--- config.mk ---
export PLATFORM = sky130hd
export DESIGN_NAME = dtm_dram_flat
export DESIGN_NICKNAME = d
export VERILOG_FILES = /design/src/hw/dtm_pkg.sv /design/src/hw/dtm_if.sv /design/src/hw/dtm_dram.sv /design/src/flat_wrapper.sv
export SDC_FILE = /design/constraint.sdc
export NUM_CORES = 1
export LEC_CHECK = 0
export ABC_CLOCK_PERIOD_IN_PS = 2850
export BUFFER_PORTS_ARGS = -buffer_cell sky130_fd_sc_hd__buf_2
export CORE_MARGIN = 2
export CORE_UTILIZATION = 45
export DETAILED_ROUTE_END_ITERATION = 8
export GPL_TIMING_DRIVEN = 1
export PLACE_DENSITY = 0.71
export SLEW_MARGIN = 20
export SYNTH_ARGS = -nofsm -noshare
export SYNTH_HDL_FRONTEND = slang
export SYNTH_SLANG_ARGS = --single-unit
export TNS_END_PERCENT = 1
--- constraint.sdc ---
create_clock -name clk_sys -period 2.85 [get_ports clk_sys]
set_input_delay 0.57 -clock clk_sys [delete_from_list [all_inputs] [get_ports clk_sys]]
set_output_delay 0.57 -clock clk_sys [all_outputs]
set_load 0.01 [all_outputs]
--- src/hw/dtm_pkg.sv ---
// package for the dram training-mode model: command codes, mode bits, timings
// assumes a single 125 MHz clock shared by both ends
`default_nettype none
package dtm_pkg;
	// command encodings on the abstract command bus
	typedef enum logic [2:0] {
		DTM_CMD_NOP   = 3'h0,
		DTM_CMD_MRS   = 3'h1,
		DTM_CMD_RD    = 3'h2,
		DTM_CMD_RDA   = 3'h3,
		DTM_CMD_WR    = 3'h4,
		DTM_CMD_OTHER = 3'h5
	} dtm_cmd_t;
	localparam logic [1:0] MR_SEL_MR1       = 2'h1;
	localparam logic [1:0] MR_SEL_MR3       = 2'h3;
	localparam int         MR1_WL_BIT       = 7;
	localparam int         MR3_RO_BIT       = 2;
	localparam int         ADDR_BC_BIT      = 12;
	localparam int         ADDR_NIB_BIT     = 2;
	localparam logic [7:0] TRAIN_PATTERN    = 8'haa; // beat0=lsb=0, beat1=1, ...
	localparam logic [1:0] LOC_PATTERN      = 2'h0;
	// timing figures in ns and the derived cycle counts (8 ns clock)
	localparam int         CLK_PERIOD_NS    = 8;
	localparam int         T_MRD_NS         = 32;
	localparam int         T_MOD_NS         = 120;
	localparam int         T_MPRR_NS        = 8;
	localparam int         T_RP_NS          = 16;
	localparam logic [7:0] T_MRD_CYC  = 8'((T_MRD_NS + CLK_PERIOD_NS - 1) / CLK_PERIOD_NS);
	localparam logic [7:0] T_MOD_CYC  = 8'((T_MOD_NS + CLK_PERIOD_NS - 1) / CLK_PERIOD_NS);
	localparam logic [7:0] T_MPRR_CYC = 8'((T_MPRR_NS + CLK_PERIOD_NS - 1) / CLK_PERIOD_NS);
	localparam logic [7:0] T_RP_CYC   = 8'((T_RP_NS + CLK_PERIOD_NS - 1) / CLK_PERIOD_NS);
	localparam logic [3:0] READ_LAT_CYC     = 4'h6; // additive plus cas latency
	localparam logic [7:0] CAL_READS        = 8'h04; // reads before capture is done
	// controller state machine
	typedef enum logic [3:0] {
		DTM_C_IDLE   = 4'h0,
		DTM_C_WLSTOP = 4'h1,
		DTM_C_WLODT  = 4'h2,
		DTM_C_WLMRS  = 4'h3,
		DTM_C_WLWAIT = 4'h4,
		DTM_C_PRE    = 4'h5,
		DTM_C_ROMRS  = 4'h6,
		DTM_C_ROWAIT = 4'h7,
		DTM_C_RDCMD  = 4'h8,
		DTM_C_RDGAP  = 4'h9,
		DTM_C_OFFMRS = 4'ha,
		DTM_C_OFFWT  = 4'hb
	} dtm_cstate_t;
endpackage : dtm_pkg
`default_nettype wire

--- src/hw/dtm_if.sv ---
// interface joining the training controller and the dram model
// assumes both ends share clk_sys and rst
`default_nettype none
interface dtm_if (
	input wire logic clk_sys,
	input wire logic rst
);
	import dtm_pkg::*;
	dtm_cmd_t    cmd;        // command, one cycle each
	logic [1:0]  mr_sel;     // mode register selected by mrs
	logic [15:0] addr;       // address bits a[15:0]
	logic        odt;        // on-die termination request
	logic        dqs_o;      // strobe from controller
	logic        dqs_oe;     // controller drives the strobe
	logic [7:0]  dq_o;       // dq from device
	logic [7:0]  dq_oe;      // device drives dq
	logic        dq_valid;   // device burst beat marker
	logic        dll_locked; // device dll is locked
	modport ctrl (
		input  clk_sys, rst, dq_o, dq_oe, dq_valid, dll_locked,
		output cmd, mr_sel, addr, odt, dqs_o, dqs_oe
	);
	modport dram (
		input  clk_sys, rst, cmd, mr_sel, addr, odt, dqs_o, dqs_oe,
		output dq_o, dq_oe, dq_valid, dll_locked
	);
endinterface : dtm_if
`default_nettype wire

--- src/hw/dtm_dram.sv ---
// dram end: write-leveling exit and calibration readout mode
// assumes commands are taken synchronously on clk_sys
// ************************************************************
// Overview of operation
// - one prime dq feeds back, others low
// - controller strobes meet write pulse widths
// - controller releases strobes after last edge
// - dq undefined until tmod after exit
// - controller drives odt low at exit
// - exit mrs only after termination off
// - mr1 a7 cleared leaves write leveling
// - controller waits tmrd, tmod after exit
// - mr3 a2 toggles calibration readout mode
// - all banks idle before readout enable
// - reads redirected to calibration register
// - only reads allowed; reset still works
// - auto precharge read acts as read
// - enable low means normal array operation
// - dq0 carries data, others copy
// - a1:a0 zero; bank, upper bits ignored
// - a2 picks nibble order
// - a12 selects burst chop on fly
// - data after read latency al+cl
// - no calibration read before dll lock
// - beat 0 lsb, beat 7 msb
// - select 00 gives alternating pattern
// - wait tmrd, tmod; no writes meanwhile
// - wait tmprr, then disable, wait again
// ************************************************************
//
// The placing of the registers and strobed register access were chosen for this implementation.
`default_nettype none
module dtm_dram (
	dtm_if.dram       bus,
	output logic      wl_active,
	output logic      ro_active,
	output logic      array_read,
	output logic      array_write,
	output logic      cmd_illegal
);
	import dtm_pkg::*;

	// ************************************************************
	// mode state
	// ************************************************************
	logic       wl_q;
	logic       ro_q;
	logic [1:0] loc_q;
	logic [7:0] undef_cnt_q;   // tmod window after wl exit
	logic       stop_seen_q;
	logic       dqs_oe_d1_q;
	logic       bc_otf_q;      // mr0 lets a12 choose chop; fixed on here
	logic [2:0] dll_cnt_q;

	wire mrs1 = (bus.cmd == DTM_CMD_MRS) && (bus.mr_sel == MR_SEL_MR1);
	wire mrs3 = (bus.cmd == DTM_CMD_MRS) && (bus.mr_sel == MR_SEL_MR3);
	wire is_rd = (bus.cmd == DTM_CMD_RD) || (bus.cmd == DTM_CMD_RDA);

	// write-leveling mode bit from mr1
	always_ff @(posedge bus.clk_sys) begin
		if (bus.rst) begin
			wl_q <= 1'b0;
		end else if (mrs1) begin
			wl_q <= bus.addr[MR1_WL_BIT];
		end
	end

	// readout enable and location select from mr3; reset clears it
	// reset must work even in readout mode, so it outranks every command
	always_ff @(posedge bus.clk_sys) begin
		if (bus.rst) begin
			ro_q  <= 1'b0;
			loc_q <= 2'h0;
		end else if (mrs3) begin
			ro_q  <= bus.addr[MR3_RO_BIT];
			loc_q <= bus.addr[1:0];
		end
	end

	// undefined dq window: strobe release until tmod past exit mrs
	always_ff @(posedge bus.clk_sys) begin
		if (bus.rst) begin
			dqs_oe_d1_q <= 1'b0;
			stop_seen_q <= 1'b0;
			undef_cnt_q <= 8'h00;
		end else begin
			dqs_oe_d1_q <= bus.dqs_oe;
			if (mrs1 && wl_q && !bus.addr[MR1_WL_BIT]) begin
				undef_cnt_q <= T_MOD_CYC;
			end else if (undef_cnt_q != 8'h00) begin
				undef_cnt_q <= undef_cnt_q - 8'h01;
				if (undef_cnt_q == 8'h01) begin
					stop_seen_q <= 1'b0; // window over
				end
			end
			// set placed last so a strobe stop wins over a window end in one cycle
			if (wl_q && dqs_oe_d1_q && !bus.dqs_oe) begin
				stop_seen_q <= 1'b1;
			end
		end
	end

	// dll lock after a short settle; fixed on-the-fly chop permission
	// lock time is a model figure; mr0 is not modelled, so chop is always allowed
	always_ff @(posedge bus.clk_sys) begin
		if (bus.rst) begin
			dll_cnt_q <= 3'h0;
			bc_otf_q  <= 1'b1;
		end else if (dll_cnt_q != 3'h7) begin
			dll_cnt_q <= dll_cnt_q + 3'h1;
		end
	end
	assign bus.dll_locked = (dll_cnt_q == 3'h7);

	// ************************************************************
	// calibration read pipeline
	// ************************************************************
	logic [3:0] lat_q;     // counts read latency
	logic       pend_q;
	logic       pend_hi_q; // upper nibble first
	logic       pend_bc_q; // burst chop
	logic [2:0] beat_q;
	logic [2:0] beat_end_q;
	logic       burst_q;

	// a read in readout mode ignores bank, a10 and upper column bits
	// limitation: one read in flight; a read taken before the pending one
	// leaves its latency count replaces it, so bursts must be spaced out
	always_ff @(posedge bus.clk_sys) begin
		if (bus.rst) begin
			pend_q     <= 1'b0;
			pend_hi_q  <= 1'b0;
			pend_bc_q  <= 1'b0;
			lat_q      <= 4'h0;
			burst_q    <= 1'b0;
			beat_q     <= 3'h0;
			beat_end_q <= 3'h0;
		end else begin
			if (ro_q && is_rd && bus.dll_locked) begin
				pend_q    <= 1'b1;
				pend_bc_q <= bc_otf_q && !bus.addr[ADDR_BC_BIT];
				pend_hi_q <= bus.addr[ADDR_NIB_BIT];
				lat_q     <= READ_LAT_CYC - 4'h1;
			end else if (pend_q) begin
				if (lat_q == 4'h0) begin
					pend_q     <= 1'b0;
					burst_q    <= 1'b1;
					beat_q     <= (pend_bc_q && pend_hi_q) ? 3'h4 : 3'h0;
					beat_end_q <= (pend_bc_q && !pend_hi_q) ? 3'h3 : 3'h7;
				end else begin
					lat_q <= lat_q - 4'h1;
				end
			end
			if (burst_q && !(pend_q && lat_q == 4'h0)) begin
				if (beat_q == beat_end_q) begin
					burst_q <= 1'b0;
				end else begin
					beat_q <= beat_q + 3'h1;
				end
			end
		end
	end

	// selected bit for this beat; reserved selects read zero
	wire cal_bit = (loc_q == LOC_PATTERN) ? TRAIN_PATTERN[beat_q] : 1'b0;

	// ************************************************************
	// dq drive
	// ************************************************************
	// dq: leveling feedback on dq0 only, others low; readout replicates dq0
	logic       fb_q;
	always_ff @(posedge bus.clk_sys) begin
		if (bus.rst) begin
			fb_q <= 1'b0;
		end else if (wl_q && bus.dqs_oe && bus.dqs_o) begin
			fb_q <= 1'b1; // sampled clock is high at strobe edge in this model
		end else if (!wl_q) begin
			fb_q <= 1'b0;
		end
	end

	// data beats outrank feedback; the undefined window outranks feedback
	always_comb begin
		bus.dq_o     = 8'h00;
		bus.dq_oe    = 8'h00;
		bus.dq_valid = 1'b0;
		if (burst_q) begin
			bus.dq_o     = {8{cal_bit}};
			bus.dq_oe    = 8'hff;
			bus.dq_valid = 1'b1;
		end else if (wl_q && !stop_seen_q) begin
			bus.dq_o  = {7'h00, fb_q};
			bus.dq_oe = 8'hff;
		end else if (stop_seen_q) begin
			bus.dq_o  = 8'h00; // undefined region, modelled as released
			bus.dq_oe = 8'h00;
		end
	end

	// ************************************************************
	// status outputs
	// ************************************************************
	// pulses are combinational and stand only while the command is on the bus
	assign wl_active   = wl_q;
	assign ro_active   = ro_q;
	assign array_read  = !ro_q && is_rd;
	assign array_write = !ro_q && (bus.cmd == DTM_CMD_WR);
	assign cmd_illegal = ro_q && !is_rd && (bus.cmd != DTM_CMD_NOP)
		&& !mrs3;
endmodule : dtm_dram
`default_nettype wire

--- src/flat_wrapper.sv ---
// flat-port wrapper written by rule: the top's interface ports become plain ports
module dtm_dram_flat import dtm_pkg::*;
  (wl_active, ro_active, array_read, array_write, cmd_illegal, clk_sys, rst, bus_cmd, bus_mr_sel, bus_addr, bus_odt, bus_dqs_o, bus_dqs_oe, bus_dq_o, bus_dq_oe, bus_dq_valid, bus_dll_locked);
  dtm_if bus_i (.clk_sys(clk_sys), .rst(rst));
  output logic wl_active;
  output logic ro_active;
  output logic array_read;
  output logic array_write;
  output logic cmd_illegal;
  input wire logic clk_sys;
  input wire logic rst;
  input wire logic [$bits(bus_i.cmd)-1:0] bus_cmd;
  input wire logic [$bits(bus_i.mr_sel)-1:0] bus_mr_sel;
  input wire logic [$bits(bus_i.addr)-1:0] bus_addr;
  input wire logic [$bits(bus_i.odt)-1:0] bus_odt;
  input wire logic [$bits(bus_i.dqs_o)-1:0] bus_dqs_o;
  input wire logic [$bits(bus_i.dqs_oe)-1:0] bus_dqs_oe;
  output wire logic [$bits(bus_i.dq_o)-1:0] bus_dq_o;
  output wire logic [$bits(bus_i.dq_oe)-1:0] bus_dq_oe;
  output wire logic [$bits(bus_i.dq_valid)-1:0] bus_dq_valid;
  output wire logic [$bits(bus_i.dll_locked)-1:0] bus_dll_locked;
  assign bus_i.cmd = bus_cmd;
  assign bus_i.mr_sel = bus_mr_sel;
  assign bus_i.addr = bus_addr;
  assign bus_i.odt = bus_odt;
  assign bus_i.dqs_o = bus_dqs_o;
  assign bus_i.dqs_oe = bus_dqs_oe;
  assign bus_dq_o = bus_i.dq_o;
  assign bus_dq_oe = bus_i.dq_oe;
  assign bus_dq_valid = bus_i.dq_valid;
  assign bus_dll_locked = bus_i.dll_locked;
  dtm_dram u_core (.bus(bus_i), .wl_active(wl_active), .ro_active(ro_active), .array_read(array_read), .array_write(array_write), .cmd_illegal(cmd_illegal));
endmodule
# Word-level counts from Yosys, hierarchy flattened
# Memories as Yosys holds them, arrays and structs flattened. A register that Yosys moved wholly into a read port is not among the register bits.
# Index checks and enable logic that the tools add are counted.
# classes
n_eq_ne	13
shift	0
add_sub_neg	4
n_div	0
n_reduce_logical	44
n_mul	0
order_cmp	1
bitwise_logic	2
n_mux	34
# op_table
op	n
2-to-1 mux 3 bit	11
2-to-1 mux 8 bit	3
logical AND 1 bit	20
2-to-1 mux 1 bit	18
zero test 1 bit	9
== test 8 x 1 -> 1 bit (second input constant)	1
2-to-1 mux 4 bit	2
nonzero test 2 bit	4
nonzero test 8 bit	1
subtractor 8 x 1 -> 8 bit (second input constant)	1
adder 3 x 1 -> 3 bit (second input constant)	2
== test 3 x 2 -> 1 bit (second input constant)	2
== test 3 bit (second input constant)	2
AND reduction 3 bit	2
zero test 4 bit	1
less-than comparator 3 x 4 -> 1 bit (second input constant)	1
inequality test 2 bit (second input constant)	2
AND reduction 2 bit	2
OR reduction 2 bit	2
subtractor 4 x 1 -> 4 bit (second input constant)	1
== test 3 x 1 -> 1 bit (second input constant)	1
== test 3 bit	1
inequality test 3 bit (second input constant)	1
nonzero test 3 bit	1
other kinds (6)	7
# totals
ramBits	0
memories	1
wordCells	116
ff_bits	32
rom_bits	8
latch_bits	0
out_inout_bits	23
# mem_list
memory	depth	word_bits	read_ports	rd_clocked_by_memory_dff	wr	line	source
(no name shown)	8	1	1	1	0	dtm_dram.sv:165	wire cal_bit = (loc_q == LOC_PATTERN) ? TRAIN_PATTERN[beat_q] : 1'b0;

# Depth between registers and ports, before layout
# logic_depth
ltp_word	8
mapped_depth	6

# Worst setup path before layout
# No wires, ideal clock.
# synth_timing
kind	reg2out
startpoint	register u_core.burst_q
endpoint	output bus_dq_o[0]
t_arrival_ns	1.392
path_buffers	0
path_stages_with_launch	4
setup_slack_ns	0.888
required_time_ns	2.280
path_cell_list	dfxtp_1 -> nand2_1 -> nor3_1 -> o21bai_1
# synth_between
elab_chain_cells	1
# synth_rtl
element	line	source
from (decl)	dtm_dram.sv:124	logic burst_q;
from (signal assigned)	dtm_dram.sv:135	burst_q <= 1'b0;
from (signal assigned)	dtm_dram.sv:147	burst_q <= 1'b1;
from (signal assigned)	dtm_dram.sv:156	burst_q <= 1'b0;
2-to-1 mux 8 bit	dtm_dram.sv:187	if (burst_q) begin
to (decl)	flat_wrapper.sv:18	output wire logic [$bits(bus_i.dq_o)-1:0] bus_dq_o;
# No other way between the ends.

# Final worst setup path
# Ends and elaborated chain as after synthesis.

==> flow_summary_export.csv <==
group,metric,value,unit
status,status,"finished clean",
worst_setup_path,regToRegSetupSlack,1.03,ns
worst_setup_path,start_kind,"register",
clock_tree,cts-root-buf,"clkbuf_4",
placement,place.port_buffers,36,
logic_synthesis,synthAdderAreaFrac,0.0610,
detailed_routing,wl,2900,um
worst_setup_path,endpoint,"bus_dq_o[0]",
worst_setup_path,startpoint,"u_core.burst_q$_SDFF_PP0_",
logic_synthesis,yosys.area.top_type,"dfxtp_1",
logic_synthesis,synthArstFlopShare,0,
detailed_routing,dr.pass1.iters,4,
clock_tree,cts_resized,0,
final_layout,syn_to_final_growth,10.7,%
worst_setup_path,cp_top_family,"simple AND/OR/NAND/NOR gates",
die,start_util,0.481,
worst_setup_path,slowest_delay,0.47,ns
die,coreArea,3420,um^2
worst_setup_path,critPathKind,"reg2out",
logic_synthesis,synth_top_area_frac,0.378,
power,p_total,1.17,mW
sta,setup_tns,0,ns
logic_synthesis,synth_xor_area_frac,0.0587,
logic_synthesis,synth.top_cells.by_area,"dfxtp_1, ha_1, buf_4",
clock_tree,cts_tree,"built",
clock_tree,clk_pin_slew,0.09,ns
logic_synthesis,synth-simple-area-share,0.265,
die,rows,21,
worst_setup_path,cp_max_fo,8,
logic_synthesis,syn-mean-instance-area,9.07,um^2
sta,period_share,0.778,
global_routing,antenna_found_initial,0,
final_layout,fin_nets,241,
worst_setup_path,slowest_stage,"dfxtp_1",
die,die_area,4150,um^2
global_routing,overflow,0,
power,p_int,0.778,mW
final_layout,drive_above_1_share,0.245,
logic_synthesis,synthFlopType,"dfxtp_1",
placement,routabilityCongestion,0.758,
clock_tree,clock_sinks,31,
sta,hold_slack,0.414,ns
power,power.density,641,nW/um^2
sta,worstMarginPinSlew,0.547,ns
detailed_routing,drcViolationCount,0,
detailed_routing,vias_per_cell,5.07,
sta,finClkSkew,0.00653,ns
logic_synthesis,synth_edf_count,0,
power,vdd_drop_max,0.000379,V
logic_synthesis,synth_area,1640,um^2
logic_synthesis,syn_nets,215,
worst_setup_path,worstReg2RegEnd,"u_core.beat_q[2]$_SDFF_PP0_",
clock_tree,cts_hold_buf,0,
sta,finalHoldViolCount,0,
clock_tree,cts.path.max_buffers,2,
logic_synthesis,synthMuxAreaShare,0.0274,
die,die_x,64.4,um
clock_tree,cts_max_level,2,
sta,slew_headroom,0.633,
global_routing,grt.total_usage,0.159,
worst_setup_path,required,2.28,ns
logic_synthesis,yosysWarningCount,0,
logic_synthesis,synth-compound-area-share,0.125,
worst_setup_path,r2r_cells,6,
detailed_routing,drt-initial-drc-count,40,
power,p_leak,0.765,nW
logic_synthesis,synth_top_family_by_area,"simple AND/OR/NAND/NOR gates",
power,p_seq_frac,0.469,
logic_synthesis,ys_ff_latch,31,
worst_setup_path,rr_startpoint,"u_core.dll_cnt_q[0]$_SDFFE_PP0N_",
worst_hold_path,worst_hold_path_type,"in2reg",
worst_setup_path,cp-end-kind,"primary output",
power,p_clk_frac,0.206,
logic_synthesis,yosysSeqAreaShare,0.378,
logic_synthesis,synth_cells,181,
detailed_routing,ant_nets,0,
worst_setup_path,path_buf_inv,1,
sta,fmax,451,MHz
global_routing,grt_pass1_wl,5080,um
sta,setup_viol_count_final,0,
power,p_sw_frac,0.332,
clock_tree,cts_buffers,5,
worst_setup_path,crit_chain,"nand2_1, nor3_1, o21bai_1, buf_2",
sta,finalCriticalPeriod,2.22,ns
die,die_h,64.4,um
die,num_io_pins,49,
worst_setup_path,cp.arrival,1.65,ns
placement,hpwlAfterDp,2200,um
run,drv_cap,0,
final_layout,diodes,0,
global_routing,grt_pass1_vias,1164,
global_routing,grt_max_degree,29,
sta,slew_violations,0,
power,p_comb_frac,0.325,
detailed_routing,wire_per_inst,11.4,um
sta,rsz0062_at_grt,"false",
sta,setup_slack,0.634,ns
detailed_routing,vias,1288,
placement,pre_cts_slack,0.980,ns
clock_tree,post_cts_buffers,0,
logic_synthesis,synth_cell_types,47,
power,p_sw,0.387,mW
clock_tree,clock_latency,0.33,ns
worst_setup_path,critical_path_depth,4,
==> flip-flops by register name, indices dropped and copies added (netlist names) <==
name,count
u_core.undef_cnt_q,8
u_core.lat_q,4
u_core.beat_q,3
u_core.dll_cnt_q,3
u_core.beat_end_q,2
u_core.loc_q,2
u_core.burst_q,1
u_core.dqs_oe_d1_q,1
u_core.fb_q,1
u_core.pend_bc_q,1
u_core.pend_hi_q,1
u_core.pend_q,1
u_core.ro_active,1
u_core.stop_seen_q,1
u_core.wl_active,1
==> worst register-to-register path: cells and delay by family (launching register included) <==
family,cells,cell delay (ns)
adder cells (fa/ha/maj),2,0.46
flip-flops,1,0.36
AO/OA/AOI/OAI,2,0.29
AND/OR/NAND/NOR,2,0.57
==> layout by cell type, fill, tap and decap left out, drive strengths merged, types with 3 or more instances in the layout <==
cell and count:
clkbuf 7, a31oi 3, nor3 5, inv 7, nor2 20, o211ai 3, a21oi 14, nand2 11
dfxtp 31, ha 8, mux2i 3, buf 36, xnor2 5, nand2b 6, nand3 8, xor2 6
==> per-layer routing <==
layer | vias up | global-route usage | part of all wire
met2 | 37 | 0.255 | 0.42
li1 | 680 | - | -
met5 | - | 0 | 0
met4 | 0 | 0.0798 | 0.019
met1 | 566 | 0.198 | 0.50
met3 | 5 | 0.0370 | 0.059
==> stage by stage <==
| step | util | cell area (um^2) | cells |
|---|---|---|---|
| after floorplan | - | 1640 | 181 |
| after global placement | 0.517 | 1770 | 246 |
| after detailed placement | 0.517 | 1770 | 246 |
| after CTS | 0.532 | 1820 | 254 |
| after global routing | 0.532 | 1820 | 254 |
| final | 0.532 | 1820 | 254 |
==> power groups by stage <==
stage               Combinational (mW)  Sequential (mW)  Clock (mW)
floorplan                        0.330            0.546           0
global placement                 0.377            0.558           0
detailed placement               0.383            0.557           0
CTS                              0.385            0.548       0.249
global route                     0.434            0.557       0.270
finish                           0.378            0.547       0.240
==> worst min-delay path by stage <==
stage,start,to,slack (ns),depth (start not counted)
2_1_floorplan,u_core.loc_q[0]$_SDFFE_PP0N_,u_core.loc_q[0]$_SDFFE_PP0N_,0.44,2
3_3_place_gp,u_core.loc_q[1]$_SDFFE_PP0N_,u_core.loc_q[1]$_SDFFE_PP0N_,0.45,2
3_5_place_dp,u_core.loc_q[1]$_SDFFE_PP0N_,u_core.loc_q[1]$_SDFFE_PP0N_,0.45,2
4_1_cts,bus_addr[12],u_core.pend_bc_q$_SDFFE_PP0P_,0.41,2
5_1_grt,bus_addr[12],u_core.pend_bc_q$_SDFFE_PP0P_,0.40,2
6_report,bus_addr[12],u_core.pend_bc_q$_SDFFE_PP0P_,0.41,2
==> cells by family (layout without fill, tap and decap cells) <==
group | after synthesis | after routing
DFF | 31 | 31
muxes | 4 | 4
adders and majority gates | 8 | 8
xor gates and xnor gates | 11 | 11
and+or+nand+nor | 72 | 72
buffers and inverters | 24 | 51
AOI/OAI and AO/OA | 31 | 31
==> synth_stat cells (all sizes together), types with 2 or more instances <==
| cell | instances |
|---|---|
| ha | 8 |
| o211ai | 3 |
| nor4b | 2 |
| o21a | 2 |
| xnor2 | 5 |
| and2 | 2 |
| nand2 | 11 |
| clkbuf | 3 |
| xor2 | 6 |
| and4bb | 2 |
| inv | 7 |
| nor2 | 20 |
| nor3b | 2 |
| nand3 | 8 |
| buf | 14 |
| mux2i | 3 |
| o21ai | 2 |
| a31oi | 3 |
| a21oi | 14 |
| nand2b | 6 |
| dfxtp | 31 |
| nor3 | 5 |
| nand3b | 2 |
| or3 | 2 |
| nand4b | 2 |
==> layout make-up <==
| type | instances | area [um^2] |
|---|---|---|
| well taps | 46 | 57.6 |
| inverters | 7 | 26.3 |
| clock inverters | 1 | 5.00 |
| multi-input cells | 126 | 882 |
| clock buffers | 7 | 45.0 |
| fillers | 343 | 1600 |
| flip-flops and latches | 31 | 621 |
| repair buffers | 36 | 180 |
(Power assumes the default switching activity.)
